### src/wwd_consts.svh
// offsets, field positions, reset values and widths of the watchdog
// assumes inclusion by bare name before any module that uses it
`ifndef WWD_CONSTS_SVH
`define WWD_CONSTS_SVH
`define WWD_OFF_CFG     5'h00
`define WWD_OFF_RESET_CONTROL_REG    5'h04
`define WWD_OFF_STAT    5'h08
`define WWD_OFF_SCLR    5'h0C
`define WWD_OFF_IEN     5'h10
`define WWD_OFF_CNT     5'h14
`define WWD_CFG_RST     10'h3DF
`define WWD_RESET_CONTROL_REG_RST    6'h00
`define WWD_RESET_CONTROL_REG_WMASK  6'h3C
`define WWD_IEN_RST     3'h0
`define WWD_POST_LSB    0
`define WWD_PRE_BIT     4
`define WWD_EN_LSB      5
`define WWD_WINDOW_DISABLE_BIT  7
`define WWD_WIN_LSB     8
`define WWD_IDLE_BIT    2
`define WWD_SLEEP_BIT   3
`define WWD_TO_BIT      4
`define WWD_SWEN_BIT    5
`define WWD_PRE_SH_LO   5'h05
`define WWD_PRE_SH_HI   5'h07
`define WWD_CNT_W       23
`endif

### src/wwd_pkg.sv
// types shared by the watchdog modules
// assumes nothing beyond a SystemVerilog compiler
package wwd_pkg;
    typedef enum logic [2:0] {
        WWD_RUN   = 3'h1,
        WWD_SLEEP = 3'h2,
        WWD_IDLE  = 3'h4
    } wwd_state_e;
    typedef enum logic [1:0] {
        WWD_EN_OFF = 2'h0,
        WWD_EN_ACT = 2'h1,
        WWD_EN_SW  = 2'h2,
        WWD_EN_ON  = 2'h3
    } wwd_en_e;
endpackage

### src/wwd_cnt_if.sv
// control and status between the watchdog top and its counter
// assumes both ends on sys_clk
`timescale 1ns/1ps
`include "wwd_consts.svh"
interface wwd_cnt_if;
    logic                   tick;
    logic                   clear;
    logic                   run;
    logic                   pre;
    logic [3:0]             post;
    logic [1:0]             win;
    logic [`WWD_CNT_W-1:0]  count;
    logic                   expire;
    logic                   win_open;
    modport ctl (output tick, clear, run, pre, post, win, input count, expire, win_open);
    modport cnt (input tick, clear, run, pre, post, win, output count, expire, win_open);
endinterface

### src/wwd_counter.sv
// prescaler, postscaler and window decode as one tick counter
// assumes tick is a one-cycle pulse per oscillator period
`timescale 1ns/1ps
`include "wwd_consts.svh"
module wwd_counter (
    // clock and reset
    input  wire logic  sys_clk,
    input  wire logic  rst_n,
    // control from top
    wwd_cnt_if.cnt     cb
);
    logic [`WWD_CNT_W-1:0] lim;
    logic [`WWD_CNT_W-1:0] win_start;
    logic [4:0]            shift;
    logic                  last;

    function automatic logic [`WWD_CNT_W-1:0] open_at(input logic [`WWD_CNT_W-1:0] l,
                                                      input logic [1:0] w);
        case (w)
            2'h3:    open_at = l - (l >> 2);
            2'h2:    open_at = l - (l >> 2) - (l >> 3);
            2'h1:    open_at = l >> 1;
            default: open_at = l >> 2;
        endcase
    endfunction

    // one count spans prescaler and postscaler: period = pre * 2^post ticks
    assign shift     = (cb.pre ? `WWD_PRE_SH_HI : `WWD_PRE_SH_LO) + {1'b0, cb.post};
    assign lim       = `WWD_CNT_W'(1) << shift;
    assign win_start = open_at(lim, cb.win);
    assign last      = cb.run & cb.tick & (cb.count >= lim - `WWD_CNT_W'(1));
    assign cb.win_open = cb.count >= win_start;

    always_ff @(posedge sys_clk or negedge rst_n) begin
        if (!rst_n) begin
            cb.count  <= '0;
            cb.expire <= 1'b0;
        end else begin
            cb.expire <= last & ~cb.clear;
            if (cb.clear || last)
                cb.count <= '0;
            else if (cb.run && cb.tick)
                cb.count <= cb.count + `WWD_CNT_W'(1);
        end
    end
endmodule

### src/wwd_top.sv
// windowed watchdog: Avalon-MM registers, power state, timeout actions
// assumes core strobes are one-cycle pulses on sys_clk; oscillator pin is async
//
// The register offsets and the Avalon-MM slave port were left to the implementer.
`timescale 1ns/1ps
`include "wwd_consts.svh"
module wwd_top
    import wwd_pkg::*;
(
    // clock and reset
    input  wire logic        sys_clk,
    input  wire logic        rst_n,
    // Avalon-MM slave
    input  wire logic [4:0]  avs_address,
    input  wire logic        avs_read,
    input  wire logic        avs_write,
    input  wire logic [31:0] avs_writedata,
    input  wire logic [3:0]  avs_byteenable,
    output logic      [31:0] avs_readdata,
    output logic             avs_waitrequest,
    // oscillator
    input  wire logic        low_power_rc_osc_clk_pin,
    output logic             low_power_rc_osc_en,
    // processor core
    input  wire logic        clr_instr,
    input  wire logic        power_save_instruction_instr,
    input  wire logic        power_save_instruction_idle,
    input  wire logic        clk_switch_done,
    input  wire logic        wake_exit,
    output logic             wdt_wake,
    output logic             wdt_reset_req,
    output logic             irq
);
    wwd_cnt_if cnt_bus ();

    logic [9:0]  cfg;
    logic [5:0]  reset_control_reg;
    logic [2:0]  status;
    logic [2:0]  irq_en;
    wwd_state_e  state;
    wwd_state_e  next_state;
    logic        osc_s1;
    logic        osc_s2;
    logic        osc_s3;

    function automatic logic [31:0] merge(input logic [31:0] old,
                                          input logic [31:0] nw,
                                          input logic [3:0]  be);
        logic [31:0] r;
        r = old;
        for (int i = 0; i < 4; i++)
            if (be[i])
                r[i*8 +: 8] = nw[i*8 +: 8];
        return r;
    endfunction

    // bus decode
    wire        wr       = avs_write & ~avs_waitrequest;
    wire        wr_cfg   = wr & (avs_address == `WWD_OFF_CFG);
    wire        wr_reset_control_reg  = wr & (avs_address == `WWD_OFF_RESET_CONTROL_REG);
    wire        wr_sclr  = wr & (avs_address == `WWD_OFF_SCLR);
    wire        wr_ien   = wr & (avs_address == `WWD_OFF_IEN);
    wire [31:0] cfg_w    = merge({22'h0, cfg}, avs_writedata, avs_byteenable);
    wire [31:0] reset_control_reg_m   = merge({26'h0, reset_control_reg}, avs_writedata, avs_byteenable);
    wire [31:0] ien_m    = merge({29'h0, irq_en}, avs_writedata, avs_byteenable);
    wire [31:0] sclr_m   = merge(32'h0, avs_writedata, avs_byteenable);
    wire [31:0] rd_mux   =
        (avs_address == `WWD_OFF_CFG)  ? {22'h0, cfg} :
        (avs_address == `WWD_OFF_RESET_CONTROL_REG) ? {26'h0, reset_control_reg} :
        (avs_address == `WWD_OFF_STAT) ? {29'h0, status} :
        (avs_address == `WWD_OFF_IEN)  ? {29'h0, irq_en} :
        (avs_address == `WWD_OFF_CNT)  ? {9'h0, cnt_bus.count} : 32'h0;

    // watchdog control
    wwd_en_e en_field;
    assign en_field = wwd_en_e'(cfg[`WWD_EN_LSB +: 2]);
    wire in_run    = (state == WWD_RUN);
    wire soft_en   = reset_control_reg[`WWD_SWEN_BIT];
    wire active    = (en_field == WWD_EN_ON)
                   | ((en_field == WWD_EN_SW) & soft_en)
                   | ((en_field == WWD_EN_ACT) & (state != WWD_SLEEP));
    wire expire    = cnt_bus.expire;
    wire to_run    = expire & in_run;
    wire to_low    = expire & ~in_run;
    wire exit_low  = ~in_run & (wake_exit | expire);
    wire clr_run   = clr_instr & in_run;
    wire enter_low = power_save_instruction_instr & in_run;
    wire windowed  = ~cfg[`WWD_WINDOW_DISABLE_BIT];
    // clearing before the window opens counts as a missed service
    wire early     = clr_run & active & windowed & ~cnt_bus.win_open;

    assign cnt_bus.tick  = osc_s2 & ~osc_s3;
    assign cnt_bus.run   = active;
    assign cnt_bus.pre   = cfg[`WWD_PRE_BIT];
    assign cnt_bus.post  = cfg[`WWD_POST_LSB +: 4];
    assign cnt_bus.win   = cfg[`WWD_WIN_LSB +: 2];
    // a disabled watchdog holds at zero so enabling starts a full period
    assign cnt_bus.clear = ~active
                         | clr_run
                         | enter_low
                         | exit_low
                         | clk_switch_done;

    wire [5:0] hw_set = {1'b0,
                         expire,
                         enter_low & ~power_save_instruction_idle,
                         enter_low & power_save_instruction_idle,
                         2'h0};
    wire [5:0] reset_control_reg_w = wr_reset_control_reg ? (reset_control_reg_m[5:0] & `WWD_RESET_CONTROL_REG_WMASK) : reset_control_reg;
    wire [5:0] swen_kill = {en_field == WWD_EN_OFF, 5'h0};
    // hardware sets win over a same-cycle software clear
    wire [5:0] next_reset_control_reg   = (reset_control_reg_w | hw_set) & ~swen_kill;
    wire [2:0] events      = {early, to_low, expire};
    wire [2:0] next_status = (status & ~(wr_sclr ? sclr_m[2:0] : 3'h0)) | events;
    wire [2:0] next_ien    = wr_ien ? ien_m[2:0] : irq_en;

    always_comb begin
        case (state)
            WWD_RUN:   next_state = enter_low ? (power_save_instruction_idle ? WWD_IDLE : WWD_SLEEP) : WWD_RUN;
            WWD_SLEEP: next_state = exit_low ? WWD_RUN : WWD_SLEEP;
            WWD_IDLE:  next_state = exit_low ? WWD_RUN : WWD_IDLE;
            default:   next_state = WWD_RUN;
        endcase
    end

    // oscillator pin is asynchronous: two stages, then the edge stage
    always_ff @(posedge sys_clk or negedge rst_n) begin
        if (!rst_n) begin
            osc_s1 <= 1'b0;
            osc_s2 <= 1'b0;
            osc_s3 <= 1'b0;
        end else begin
            osc_s1 <= low_power_rc_osc_clk_pin;
            osc_s2 <= osc_s1;
            osc_s3 <= osc_s2;
        end
    end

    // each access answers on the second cycle of the request
    always_ff @(posedge sys_clk or negedge rst_n) begin
        if (!rst_n) begin
            avs_waitrequest <= 1'b1;
            avs_readdata    <= 32'h0;
        end else begin
            avs_waitrequest <= ~((avs_read | avs_write) & avs_waitrequest);
            if (avs_read && avs_waitrequest)
                avs_readdata <= rd_mux;
        end
    end

    always_ff @(posedge sys_clk or negedge rst_n) begin
        if (!rst_n) begin
            cfg    <= `WWD_CFG_RST;
            reset_control_reg   <= `WWD_RESET_CONTROL_REG_RST;
            status <= 3'h0;
            irq_en <= `WWD_IEN_RST;
            state  <= WWD_RUN;
        end else begin
            cfg    <= wr_cfg ? cfg_w[9:0] : cfg;
            reset_control_reg   <= next_reset_control_reg;
            status <= next_status;
            irq_en <= next_ien;
            state  <= next_state;
        end
    end

    always_ff @(posedge sys_clk or negedge rst_n) begin
        if (!rst_n) begin
            low_power_rc_osc_en       <= 1'b0;
            wdt_wake      <= 1'b0;
            wdt_reset_req <= 1'b0;
            irq           <= 1'b0;
        end else begin
            low_power_rc_osc_en       <= active;
            wdt_wake      <= to_low;
            wdt_reset_req <= to_run | early;
            irq           <= |(next_status & next_ien);
        end
    end

    wwd_counter u_counter (
        .sys_clk (sys_clk),
        .rst_n   (rst_n),
        .cb      (cnt_bus)
    );
endmodule
### config.mk
export PLATFORM = sky130hd
export DESIGN_NAME = wwd_top
export DESIGN_NICKNAME = d
export VERILOG_FILES = /design/src/wwd_pkg.sv /design/src/wwd_cnt_if.sv /design/src/wwd_counter.sv /design/src/wwd_top.sv
export VERILOG_INCLUDE_DIRS = /design/src
export SDC_FILE = /design/constraint.sdc
export NUM_CORES = 1
export LEC_CHECK = 0
export BUFFER_PORTS_ARGS = -buffer_cell sky130_fd_sc_hd__buf_2
export CAP_MARGIN = 20
export CELL_PAD_IN_SITES_DETAIL_PLACEMENT = 0
export CELL_PAD_IN_SITES_GLOBAL_PLACEMENT = 1
export CORE_ASPECT_RATIO = 1.75
export CORE_MARGIN = 3
export CORE_UTILIZATION = 45
export CTS_CLUSTER_SIZE = 40
export DETAILED_ROUTE_END_ITERATION = 16
export GPL_ROUTABILITY_DRIVEN = 0
export PLACE_DENSITY = 0.86
export SYNTH_ARGS = -nofsm -noshare
export SYNTH_HDL_FRONTEND = slang
export SYNTH_HIERARCHICAL = 1
export SYNTH_SLANG_ARGS = --single-unit
### constraint.sdc
create_clock -name sys_clk -period 7.52 [get_ports sys_clk]
set_input_delay 0.752 -clock sys_clk [delete_from_list [all_inputs] [get_ports sys_clk]]
set_output_delay 0.752 -clock sys_clk [all_outputs]
set_load 0.02 [all_outputs]
==> flow_summary.toml <==
[setup_path]
critical_path_required_ps = 7770
cp-end-kind = "flop"
critPathLaunchType = "flop"
reg2reg_depth = 35
critPathMostFrequentCell = "a21oi_1"
worst-endpoint-arrival_ps = 7260
cp_max_fo = 5
slowest_cell_delay_on_critical_path_ps = 570
worst-setup-path-type = "reg -> reg"
worst_path_max_delay_cell = "dfstp_2"

[floorplanning]
die_height_um = 180
fp.dieArea_um2 = 18900
placement_rows = 63
floorplan.core_area_um2 = 16900
start_util = 0.458
die_w_um = 105
pin_count = 88

[detailed_routing]
drt_wl_total_mm = 22.1
routed-via-count = 7182
postRouteAntennaNets = 0
post-route-drc-count = 0
drt_pass1_iterations = 4
post_drt_via_cell_ratio = 5.71
post_drt_wl_per_cell_um = 17.6
dr.first_iter.drc_count = 270

[power]
powerDensity_nw_per_um2 = 262
power_mw = 2.29
power.leakage_nw = 4.07
vdd.ir_drop.worst_mv = 0.231

[placed_design]
port_buffers = 54
placedInstanceArea_um2 = 8380
dp.final_hpwl_mm = 17.5

[synth]
cell_count_after_synthesis = 953
synthTopCellsByArea = "dfrtp_1, ha_1, nand2_1"
synth_enable_flop_cells = 0
ys_dominant_reg_cell = "dfrtp_1"
async_flop_share = 1.00
synth_top_family_by_area = "compound AO/OA/AOI/OAI gates"
synthMuxAreaShare = 0.0417
netlist-cell-type-count = 87
synth.top_cell.area_share = 0.216
post_synth.cell_area_avg_um2 = 8.15
synth.ff_latch_count = 78
synth_area_leader_cell = "dfrtp_1"
synth_adder_area_share = 0.147
synth_simple_gate_area_frac = 0.216
yosys_warnings = 6
post_synthesis_sequential_area_ratio = 0.253
yosys.area_share.xor_xnor = 0.0662
syn-cell-area_um2 = 7770
compound_gate_fraction_of_synth_area = 0.226

[finish]
antenna_cells_inserted = 0
area_growth_syn_to_layout_pct = 12.4
post_route_cells_drive_above_1_share = 0.155
mostFrequentLayoutCell = "nand2_1"
finish.instance_area_um2 = 8740
layout.cells.most_common_list = "nand2_1, nor2_1, ha_1, a21oi_1, dfrtp_1"
num-nets-final = 1166
layout.filler_cells = 1648
reg.largest.list = "avs_readdata: 23 flops, u_counter/cb.count: 23 flops, cfg: 10 flops"

[timing]
finClkSkew_ps = 5.31
slew-limit-headroom = 0.333
worst_pin_slew_ps = 1000
timing.final.max_slew_violations = 0
finalHoldViolCount = 0
setup_violations = 0
max_clock_freq_mhz = 143
final_period_minus_worst_setup_slack_ps = 7010
timing.final.crit_share = 0.932

[clock_tree]
clk_root_buffer_cell = "clkbuf_16"
cts.sink_count = 78
path_clk_slew_ps = 60
tritoncts = "done"
cts-buffers-inserted = 9
clk_latency_ps = 330
clock_tree.htree_level_count = 3
post_cts_hold_buffer_count = 0
cts_max_path_buffers = 2

[global_routing]
overflow = 0
grt_pass1_vias = 7306
antenna_violations_before_repair = 0
largest_net_degree_at_the_start_of_global_routing = 79
groute.usage.overall = 0.234
grt_pass1_wl_mm = 35.9

[min_path]
worstHoldPathCells = 0
path_category_of_the_worst_min_delay_check = "reg -> reg"

[run]
timing.max_cap.violations = 0

[run_status]
outcome = "finished clean"
-- routing by layer --
| metal | share of wire | GRT usage | wire length, µm |
|---|---|---|---|
| met5 | 0 | 0 | 0 |
| met2 | 0.56 | 0.454 | 12300 |
| met4 | 0.050 | 0.126 | 1110 |
| met1 | 0.37 | 0.241 | 8170 |
| met3 | 0.024 | 0.0187 | 525 |
-- report_power, final --
part           leakage (nW)  switching, mW  internal (mW)
Sequential             1.00         0.0270          0.447
Combinational          2.93          0.804          0.601
Clock                 0.138          0.167          0.241
-- worst max-delay path: cells and delay by family (launching register included) --
family                   cells  cell delay, ps
AND/OR/NAND/NOR             10            1260
flip-flops                   1             570
buffers and inverters        3             500
XOR/XNOR                     2             320
adder cells (fa/ha/maj)      4            1440
AO/OA/AOI/OAI               16            2860
-- cells in the mapped netlist, drive strengths merged, types with 8 or more instances --
| library cell | count |
|---|---|
| nor3 | 15 |
| nor2 | 97 |
| o211ai | 9 |
| nand4 | 17 |
| dfstp | 11 |
| a21o | 29 |
| nand2 | 103 |
| nand2b | 24 |
| o21a | 13 |
| a31oi | 12 |
| a21oi | 70 |
| mux2i | 8 |
| a221oi | 8 |
| o21ai | 72 |
| nand3 | 30 |
| mux2 | 19 |
| a211oi | 13 |
| inv | 41 |
| clkbuf | 26 |
| xnor2 | 23 |
| dfrtp | 67 |
| ha | 88 |
| buf | 16 |
| nor2b | 23 |
| and3 | 8 |
| xor2 | 34 |
-- cell families (layout without fill, tap and decap cells) --
logic type               after synthesis  after routing
XOR/XNOR                              57             57
buffers and inverters                 84            138
AND/OR/NAND/NOR                      345            345
AO/OA/AOI/OAI                        269            269
adder cells (fa/ha/maj)               90             90
flip-flops                            78             78
multiplexers                          27             27
other                                  3             26
-- path summary, 6_finish.rpt --
check	start	to	slack (ps)
worst max register to register	cfg[1]	irq	510
worst min register to register	osc_s1	osc_s2	350
worst max-delay path	cfg[1]	irq	510
max in group asynchronous	rst_n	low_power_rc_osc_en	6310
min in group asynchronous	rst_n	avs_readdata[20]	570
worst min-delay path	osc_s1	osc_s2	350
-- metrics by stage --
step	std cells	hold slack (ps)	setup WS (ps)	util	setup TNS, ps
2_1_floorplan	976	331	1440	-	0
6_report	1257	354	510	0.515	0
5_1_grt	1257	364	-19.7	0.515	-19.7
3_3_place_gp	1240	338	526	0.495	0
3_5_place_dp	1240	345	420	0.495	0
4_1_cts	1256	357	387	0.511	0
-- final cells by class --
type	count	area, µm²	share of cell area
multi-input combinational	814	5570	0.638
sequential	78	1970	0.225
timing repair buffer	80	468	0.0536
tap	227	284	0.0325
clock buffer	11	253	0.0289
inverter	42	159	0.0182
clock inverter	5	33.8	0.00387
-- repair_timing --
action,4_1_cts,5_1_grt
endpoints found under the hold margin,0,0
setup endpoints to repair,0,3
setup buffers,0,1
gates resized for setup,0,13
No activity file was read; power rests on OpenSTA's default activity.
